<file path="src/shared/machine_check_regs.vh">
`ifndef MACHINE_CHECK_REGS_VH
`define MACHINE_CHECK_REGS_VH

// Bank count and widths
`define MC_NUM_BANKS        4
`define MC_CODE_W           16
`define MC_COUNT_W          8

// Register byte offsets
`define MC_CAP_OFF          12'h000
`define MC_GSTAT_OFF        12'h004
`define MC_CTRL_OFF         12'h008
`define MC_BANK_BASE        12'h040
`define MC_BANK_STRIDE_LSB  4
`define MC_BANK_STATUS_OFF  2'h0
`define MC_BANK_ADDR_OFF    2'h1
`define MC_BANK_MISC_OFF    2'h2

// Global status fields
`define MC_GS_RESTART_POINTER_VALID_BIT      0
`define MC_GS_ERROR_POINTER_VALID_BIT      1
`define MC_GS_CHECK_IN_PROGRESS_BIT      2
`define MC_GS_SHUT_BIT      3

// Control fields
`define MC_CTRL_EXC_BIT     0
`define MC_CTRL_BANK_LSB    8

// Bank status fields
`define MC_ST_VALID_BIT     31
`define MC_ST_OVER_BIT      30
`define MC_ST_UNCOR_BIT     29
`define MC_ST_MISC_VALID_BIT     28
`define MC_ST_ADDRESS_VALID_BIT     27
`define MC_ST_PCC_BIT       26

// Reset values
`define MC_GSTAT_RST        4'h0
`define MC_CTRL_RST         32'h0000_0000
`define MC_WORD_RST         32'h0000_0000

`endif

</file>
<file path="src/verilog/error_bank.v">
`timescale 1ns/1ps
`include "machine_check_regs.vh"

module error_bank (
  input  wire        hclk,
  input  wire        hresetn,
  input  wire        wr_status,
  input  wire        wr_addr,
  input  wire        wr_misc,
  input  wire [31:0] wdata,
  input  wire        err_valid,
  input  wire        err_uncorrected,
  input  wire        err_context_corrupt,
  input  wire        err_addr_valid,
  input  wire        err_misc_valid,
  input  wire [15:0] err_code,
  input  wire [31:0] err_addr,
  input  wire [31:0] err_misc,
  output reg  [31:0] status_reg,
  output reg  [31:0] addr_reg,
  output reg  [31:0] misc_reg,
  output wire        logged_uncorrected
);

  reg  [31:0] status_base;
  reg  [31:0] status_next;
  reg  [31:0] addr_next;
  reg  [31:0] misc_next;
  reg         take_new;
  wire [31:0] new_status;

  // Fresh status word built from the reported error
  assign new_status = {1'b1, 1'b0, err_uncorrected, err_misc_valid,
                       err_addr_valid, err_context_corrupt, 10'h000,
                       err_code};

  // Every uncorrected report is flagged, even one that does not take the slot
  assign logged_uncorrected = err_valid & err_uncorrected;

  // Software write first, then the error applied on top of the written value
  always @* begin
    status_base = wr_status ? wdata : status_reg;
    addr_next   = wr_addr ? wdata : addr_reg;
    misc_next   = wr_misc ? wdata : misc_reg;
    take_new    = 1'b0;
    status_next = status_base;
    if (err_valid) begin
      // Empty slot, or an uncorrected error displacing a corrected one
      take_new = ~status_base[`MC_ST_VALID_BIT] |
                 (err_uncorrected & ~status_base[`MC_ST_UNCOR_BIT]);
      if (take_new) begin
        status_next = new_status;
        if (err_addr_valid) begin
          addr_next = err_addr;
        end
        if (err_misc_valid) begin
          misc_next = err_misc;
        end
      end
      if (status_base[`MC_ST_VALID_BIT]) begin
        status_next[`MC_ST_OVER_BIT] = 1'b1;
        // Corruption is sticky across displaced errors
        status_next[`MC_ST_PCC_BIT] = status_base[`MC_ST_PCC_BIT] |
                                      err_context_corrupt;
      end
    end
  end

  // Bank storage
  always @(posedge hclk or negedge hresetn) begin
    if (!hresetn) begin
      status_reg <= `MC_WORD_RST;
      addr_reg   <= `MC_WORD_RST;
      misc_reg   <= `MC_WORD_RST;
    end else begin
      status_reg <= status_next;
      addr_reg   <= addr_next;
      misc_reg   <= misc_next;
    end
  end

endmodule

</file>
<file path="src/verilog/machine_check_reporting.v">
// What this block does
// - An enabled uncorrected error raises the exception at once.
// - Corrected errors are only logged, never raising the exception.
// - The count field gives the banks, numbered 0 to count minus one.
// - Each bank status has a valid bit; when clear the rest is void.
// - Context corrupt is set when the processor context was corrupted.
// - Overflow is set when a second error arrives while one is held.
// - Uncorrected is set for an uncorrected error, clear otherwise.
// - Restart pointer valid is set only when resuming is reliable.
// - Error pointer valid is set when the pushed pointer relates.
// - Check in progress set on exception; a second one shuts down.
// - Address and misc valid tell whether those registers hold data.
// - A cleared bank status register records later errors again.
//
// Implementation choices: register access over AHB-Lite and the register addresses.
`timescale 1ns/1ps
`include "machine_check_regs.vh"

module machine_check_reporting (
  input  wire         hclk,
  input  wire         hresetn,
  input  wire         hsel,
  input  wire [31:0]  haddr,
  input  wire [1:0]   htrans,
  input  wire         hwrite,
  input  wire [2:0]   hsize,
  input  wire [2:0]   hburst,
  input  wire [3:0]   hprot,
  input  wire         hmastlock,
  input  wire         hready,
  input  wire [31:0]  hwdata,
  output wire         hreadyout,
  output wire         hresp,
  output reg  [31:0]  hrdata,
  input  wire [3:0]   err_valid,
  input  wire [3:0]   err_uncorrected,
  input  wire [3:0]   err_context_corrupt,
  input  wire [3:0]   err_addr_valid,
  input  wire [3:0]   err_misc_valid,
  input  wire [63:0]  err_code,
  input  wire [127:0] err_addr,
  input  wire [127:0] err_misc,
  input  wire         restart_ok,
  input  wire         ip_related,
  output reg          hardware_error_exception,
  output wire         shutdown
);

  localparam NB = `MC_NUM_BANKS;

  // Data phase capture
  reg         dp_write_reg;
  reg  [11:0] dp_addr_reg;
  wire        addr_phase;
  wire        wr_now;

  // Control and global status
  reg  [31:0] ctrl_reg;
  reg         restart_pointer_valid_reg;
  reg         error_pointer_valid_reg;
  reg         check_in_progress_reg;
  reg         shutdown_reg;

  // Bank views
  wire [32*NB-1:0] bank_status;
  wire [32*NB-1:0] bank_addr;
  wire [32*NB-1:0] bank_misc;
  wire [NB-1:0]    bank_uncor;
  wire [NB-1:0]    bank_pcc;
  wire [NB-1:0]    bank_wr_status;
  wire [NB-1:0]    bank_wr_addr;
  wire [NB-1:0]    bank_wr_misc;
  wire [NB-1:0]    bank_enable;
  wire [11:0]      bank_base_w;
  wire [7:0]       bank_row;

  wire        raise;
  wire        any_pcc;
  wire        gstat_wr;
  reg  [31:0] rdata_next;
  reg  [31:0] bank_word;
  integer     idx;

  // Zero wait state slave, always OKAY
  assign hreadyout  = 1'b1;
  assign hresp      = 1'b0;
  assign addr_phase = hsel & hready & htrans[1];
  assign wr_now     = dp_write_reg;
  assign bank_enable = ctrl_reg[`MC_CTRL_BANK_LSB +: NB];
  // Row index of bank zero in the address map
  assign bank_base_w = `MC_BANK_BASE;
  assign bank_row    = bank_base_w[11:`MC_BANK_STRIDE_LSB];

  // Address phase sampled into data phase
  always @(posedge hclk or negedge hresetn) begin
    if (!hresetn) begin
      dp_write_reg <= 1'b0;
      dp_addr_reg  <= 12'h000;
    end else if (hready) begin
      dp_write_reg <= addr_phase & hwrite;
      dp_addr_reg  <= haddr[11:0];
    end
  end

  // Per bank write strobes and error reporters
  genvar gi;
  generate
    for (gi = 0; gi < NB; gi = gi + 1) begin : g_bank
      localparam [7:0] IDX = gi;
      wire        hit;
      assign hit  = wr_now &
                    (dp_addr_reg[11:`MC_BANK_STRIDE_LSB] ==
                     bank_row + IDX) &
                    (dp_addr_reg[1:0] == 2'h0);
      assign bank_wr_status[gi] = hit &
        (dp_addr_reg[3:2] == `MC_BANK_STATUS_OFF);
      assign bank_wr_addr[gi] = hit &
        (dp_addr_reg[3:2] == `MC_BANK_ADDR_OFF);
      assign bank_wr_misc[gi] = hit &
        (dp_addr_reg[3:2] == `MC_BANK_MISC_OFF);
      // Disabled banks report nothing
      assign bank_pcc[gi] = err_valid[gi] & bank_enable[gi] &
                            err_context_corrupt[gi];

      error_bank u_bank (
        .hclk                (hclk),
        .hresetn             (hresetn),
        .wr_status           (bank_wr_status[gi]),
        .wr_addr             (bank_wr_addr[gi]),
        .wr_misc             (bank_wr_misc[gi]),
        .wdata               (hwdata),
        .err_valid           (err_valid[gi] & bank_enable[gi]),
        .err_uncorrected     (err_uncorrected[gi]),
        .err_context_corrupt (err_context_corrupt[gi]),
        .err_addr_valid      (err_addr_valid[gi]),
        .err_misc_valid      (err_misc_valid[gi]),
        .err_code            (err_code[16*gi +: 16]),
        .err_addr            (err_addr[32*gi +: 32]),
        .err_misc            (err_misc[32*gi +: 32]),
        .status_reg          (bank_status[32*gi +: 32]),
        .addr_reg            (bank_addr[32*gi +: 32]),
        .misc_reg            (bank_misc[32*gi +: 32]),
        .logged_uncorrected  (bank_uncor[gi])
      );
    end
  endgenerate

  // Only uncorrected errors with the exception enabled raise it
  assign raise = (|bank_uncor) &
                 ctrl_reg[`MC_CTRL_EXC_BIT];
  assign any_pcc  = |bank_pcc;
  assign gstat_wr = wr_now & (dp_addr_reg == `MC_GSTAT_OFF);
  assign shutdown = shutdown_reg;

  // Control register
  always @(posedge hclk or negedge hresetn) begin
    if (!hresetn) begin
      ctrl_reg <= `MC_CTRL_RST;
    end else if (wr_now && dp_addr_reg == `MC_CTRL_OFF) begin
      ctrl_reg <= hwdata;
    end
  end

  // Global status; an exception in the same cycle wins over a write
  always @(posedge hclk or negedge hresetn) begin
    if (!hresetn) begin
      restart_pointer_valid_reg                 <= 1'b0;
      error_pointer_valid_reg                 <= 1'b0;
      check_in_progress_reg                 <= 1'b0;
      shutdown_reg             <= 1'b0;
      hardware_error_exception <= 1'b0;
    end else begin
      hardware_error_exception <= 1'b0;
      if (gstat_wr) begin
        restart_pointer_valid_reg <= hwdata[`MC_GS_RESTART_POINTER_VALID_BIT];
        error_pointer_valid_reg <= hwdata[`MC_GS_ERROR_POINTER_VALID_BIT];
        check_in_progress_reg <= hwdata[`MC_GS_CHECK_IN_PROGRESS_BIT];
      end
      if (raise && !shutdown_reg) begin
        if (check_in_progress_reg) begin
          shutdown_reg <= 1'b1;
        end else begin
          hardware_error_exception <= 1'b1;
          check_in_progress_reg <= 1'b1;
          restart_pointer_valid_reg <= restart_ok & ~any_pcc;
          error_pointer_valid_reg <= ip_related;
        end
      end
    end
  end

  // Bank word select for reads
  always @* begin
    bank_word = 32'h0000_0000;
    for (idx = 0; idx < NB; idx = idx + 1) begin
      if (haddr[11:`MC_BANK_STRIDE_LSB] ==
          idx[7:0] + bank_row) begin
        case (haddr[3:2])
          `MC_BANK_STATUS_OFF: bank_word = bank_status[32*idx +: 32];
          `MC_BANK_ADDR_OFF:   bank_word = bank_addr[32*idx +: 32];
          `MC_BANK_MISC_OFF:   bank_word = bank_misc[32*idx +: 32];
          default:             bank_word = 32'h0000_0000;
        endcase
      end
    end
  end

  // Read mux; unmapped addresses read zero
  always @* begin
    rdata_next = 32'h0000_0000;
    case (haddr[11:0])
      `MC_CAP_OFF:   rdata_next = NB;
      `MC_GSTAT_OFF: begin
        rdata_next[`MC_GS_RESTART_POINTER_VALID_BIT] = restart_pointer_valid_reg;
        rdata_next[`MC_GS_ERROR_POINTER_VALID_BIT] = error_pointer_valid_reg;
        rdata_next[`MC_GS_CHECK_IN_PROGRESS_BIT] = check_in_progress_reg;
        rdata_next[`MC_GS_SHUT_BIT] = shutdown_reg;
      end
      `MC_CTRL_OFF:  rdata_next = ctrl_reg;
      default:       rdata_next = bank_word;
    endcase
    if (haddr[1:0] != 2'h0) begin
      rdata_next = 32'h0000_0000;
    end
  end

  // Read data registered at the address phase
  always @(posedge hclk or negedge hresetn) begin
    if (!hresetn) begin
      hrdata <= 32'h0000_0000;
    end else if (addr_phase && !hwrite) begin
      hrdata <= rdata_next;
    end
  end

endmodule

</file>
<file path="config.mk">
export PLATFORM = sky130hd
export DESIGN_NAME = machine_check_reporting
export DESIGN_NICKNAME = d
export VERILOG_FILES = /design/src/verilog/error_bank.v /design/src/verilog/machine_check_reporting.v
export VERILOG_INCLUDE_DIRS = /design/src /design/src/shared
export SDC_FILE = /design/constraint.sdc
export NUM_CORES = 1
export LEC_CHECK = 0
export ABC_CLOCK_PERIOD_IN_PS = 2740
export BUFFER_PORTS_ARGS = -buffer_cell sky130_fd_sc_hd__buf_2
export CAP_MARGIN = 15
export CORE_ASPECT_RATIO = 1.1
export CORE_UTILIZATION = 40
export DETAILED_ROUTE_END_ITERATION = 8
export GPL_TIMING_DRIVEN = 1
export PLACE_DENSITY = 0.72
export SLEW_MARGIN = 20
export SYNTH_ARGS = -nofsm -noshare
export SYNTH_HDL_FRONTEND = slang
export SYNTH_SLANG_ARGS = --single-unit
</file>
<file path="constraint.sdc">
create_clock -name hclk -period 2.74 [get_ports hclk]
set_input_delay 0.274 -clock hclk [delete_from_list [all_inputs] [get_ports hclk]]
set_output_delay 0.274 -clock hclk [all_outputs]
set_load 0.03 [all_outputs]
</file>
==> results.py <==
metrics = {
    "outcome": {
        "outcome": "complete, but fails checks",
        "violations": "setup timing",
    },
    "logic_synthesis": {
        "yosysSeqAreaShare": 0.458,
        "ys_ff_latch": 466,
        "yosysTopAreaCell": "dfrtp_1",
        "syn_inst": 2266,
        "synth_area_leaders": "dfrtp_1 46%, mux2_2 23%, mux2i_1 7.0%",
        "synthFlopType": "dfrtp_1",
        "synth_common_cells": "518 x mux2_2, 466 x dfrtp_1, 181 x nand2_1",
        "async_flop_share": 1.00,
        "syn_nets": 2690,
        "ys_warn_count": 0,
        "synth_area_per_cell_um2": 11.2,
        "synthXorXnorAreaFrac": 0,
        "synth.most_common_cell": "mux2_2",
        "synth_cell_types": 59,
        "synthMuxAreaShare": 0.329,
        "synth_top_family_by_area": "multiplexers",
        "synth_simple_gate_area_frac": 0.0717,
        "synth_edf_count": 0,
        "synth-adder-area-share": 0,
        "syn_area_mm2": 0.0254,
        "synth-compound-area-share": 0.104,
        "netlist.area_leader.share": 0.458,
    },
    "placement": {
        "dpl_cell_area_mm2": 0.0300,
        "port_buffers": 425,
        "gp_congestion": 0.930,
        "hpwl_mm": 70.4,
    },
    "power_and_ir_drop": {
        "vdd_ir_drop_max_uv": 618,
        "power_mw": 17.2,
        "powerDensity_mw_per_mm2": 476,
        "p_leak_nw": 17.3,
    },
    "drt": {
        "wl_per_cell_um": 27.9,
        "drt_iter0_markers": 2672,
        "routed_wl_mm": 111,
        "vias": 23900,
        "drc_errors": 0,
        "first_pass_iters": 6,
        "final_antenna_net_count": 0,
        "viasPerCell": 6.00,
    },
    "job": {
        "cap_violations": 0,
    },
    "worst_hold_path": {
        "worstHoldEndpoint": "g_bank[1].u_bank.status_reg[26]$_DFF_PN0_",
        "hold_depth": 3,
        "hold_path_class": "input port to flop",
        "worstHoldStart": "err_context_corrupt[1]",
    },
    "die": {
        "dieArea_mm2": 0.0646,
        "die_h_um": 267,
        "core_mm2": 0.0626,
        "io_pins": 460,
        "fp-row-count": 96,
        "die_x_um": 242,
        "start_util": 0.407,
    },
    "clock_network": {
        "numCtsBuffers": 50,
        "cts_root_buffer": "clkbuf_16",
        "ctsLongestPathBuffers": 3,
        "worstSkewPairLatency_ps": 620,
        "tritoncts": "yes",
        "clk_pin_slew_ps": 60,
        "clock-sinks": 466,
        "cts-htree-levels": 2,
    },
    "grt": {
        "grt_max_degree": 61,
        "grt_pass1_vias": 24800,
        "gr-total-overflow": 0,
        "grt_antenna_before_repair": 16,
        "grt_usage": 0.326,
        "grt_pass1_wl_mm": 157,
    },
    "setup_path": {
        "crit_fanout": 9,
        "r2r_end": "g_bank[0].u_bank.misc_reg[20]$_DFF_PN0_",
        "cp_top_family": "compound AO/OA/AOI/OAI gates",
        "worstSetupPathType": "flop to flop",
        "path_cells": "buf_6 > or4_4 > buf_6 > o41a_1 > a211oi_4 > buf_12 > o21ai_4 > buf_6 > buf_12 > mux2_4",
        "path_depth": 10,
        "critPathBufInv": 5,
        "arrival_ps": 3390,
        "timing.rr.start": "dp_addr_reg[3]$_DFFE_PN0P_",
        "cpMaxStageDelayCell": "or4_4",
        "cp.required_ps": 3220,
        "crit_path_frequent_cell": "buf_6",
        "r2r_cells": 10,
        "reg2reg_slack_ps": -160,
        "slowest_delay_ps": 500,
        "crit_path_end_kind": "flop",
        "crit_path_start_kind": "flop",
    },
    "final_layout": {
        "fin_area_mm2": 0.0361,
        "final_layout_size_suffix_gt1_frac": 0.419,
        "final_nets": 3512,
        "area_growth_pct": 41.8,
    },
    "sta": {
        "period_share": 1.06,
        "hold_violations": 0,
        "max_freq_mhz": 344,
        "clock_skew_ps": 34.3,
        "setup_slack_ps": -164,
        "relSlewSlack": 0.241,
        "setup_viol_count_final": 209,
        "min_period_ps": 2900,
        "slew_viol_final": 0,
        "rsz0062_at_grt": "yes",
        "whs_ps": 28.3,
        "worst_pin_slew_ps": 1130,
    },
}
==> cells by family after synthesis <==
kind of cell           count (synthesis)
other                                  2
and+or+nand+nor                      402
buffers and inverters                239
AOI/OAI and AO/OA                    394
muxes                                763
DFF                                  466
==> layout by cell type (no fill, tap or decap), drive strengths merged, types with 2 or more instances in the layout <==
master / count
a31oi: 3
and2: 3
nor4: 12
nand3: 11
nand2b: 6
conb: 2
clkinv: 10
a221o: 28
dfrtp: 466
mux2i: 177
o21ai: 98
a22oi: 11
dlygate4sd3: 336
nor2b: 4
o41a: 3
inv: 39
diode: 16
nand3b: 2
a21oi: 107
buf: 628
o221ai: 62
nor2: 117
or4b: 4
nor4b: 2
a21o: 28
o211ai: 31
a22o: 3
mux2: 586
clkbuf: 82
a211oi: 8
nand2: 181
nand4: 9
bufinv: 6
or4: 3
or2: 8
o2bb2ai: 6
and3: 28
nor3: 6
==> stage by stage <==
stage / worst slack (ps) / TNS, ps / util / cells
after floorplan: -95.0 / -6830 / - / 2266
after global placement: -136 / -19900 / 0.479 / 3490
after detailed placement: -188 / -26110 / 0.479 / 3490
after CTS: -87.0 / -5840 / 0.566 / 3934
after global routing: -208 / -28600 / 0.576 / 3973
final: -164 / -16910 / 0.576 / 3978
==> final cells by class <==
| type | instances | area, um2 |
|---|---|---|
| clock inverters | 19 | 295 |
| multi-input cells | 1561 | 13400 |
| repair buffers | 972 | 8020 |
| well taps | 833 | 1040 |
| fillers | 4914 | 26500 |
| inverters | 37 | 139 |
| diodes | 16 | 40.0 |
| clock buffers | 74 | 1440 |
| flip-flops and latches | 466 | 11700 |
==> report_power, final <==
group | switching [mW] | internal [mW]
logic | 1.22 | 1.24
registers | 0.210 | 7.22
clock network | 3.05 | 4.24
total | 4.49 | 12.7
==> layer usage <==
layer	vias to the layer above	GRT usage	part of all wire
li1	9900	-	-
met1	11800	0.402	0.37
met2	1670	0.515	0.46
met3	545	0.0745	0.095
met4	6	0.207	0.076
met5	-	0	0.00034
==> what timing repair did <==
item,4_1_cts,5_1_grt
gates resized for setup,37,76
endpoints found under the hold margin,388,0
buffers inserted,12,24
hold buffers,336,0
endpoints found under the setup margin,328,320
cloned,4,9
pin swaps,4,22
==> worst register-to-register path, cell delays in order (launching register included) <==
cell and delay (ps):
dfrtp_1 400, buf_6 140, or4_4 500, buf_6 140, o41a_1 450, a211oi_4 280, buf_12 160, o21ai_4 60
buf_6 150, buf_12 160, mux2_4 340
==> worst max-delay path by stage <==
stage	from	end	slack (ps)
final	dp_addr_reg[3]$_DFFE_PN0P_	g_bank[0].u_bank.misc_reg[20]$_DFF_PN0_	-160
after global routing	dp_addr_reg[1]$_DFFE_PN0P_	g_bank[0].u_bank.addr_reg[13]$_DFF_PN0_	-210
after CTS	dp_addr_reg[10]$_DFFE_PN0P_	g_bank[0].u_bank.addr_reg[19]$_DFF_PN0_	-90
after detailed placement	dp_addr_reg[10]$_DFFE_PN0P_	g_bank[3].u_bank.misc_reg[4]$_DFF_PN0_	-190
after global placement	dp_addr_reg[10]$_DFFE_PN0P_	g_bank[3].u_bank.status_reg[4]$_DFF_PN0_	-140
after floorplan	dp_addr_reg[7]$_DFFE_PN0P_	g_bank[3].u_bank.addr_reg[10]$_DFF_PN0_	-100
Power figures use the tool's default switching activity.
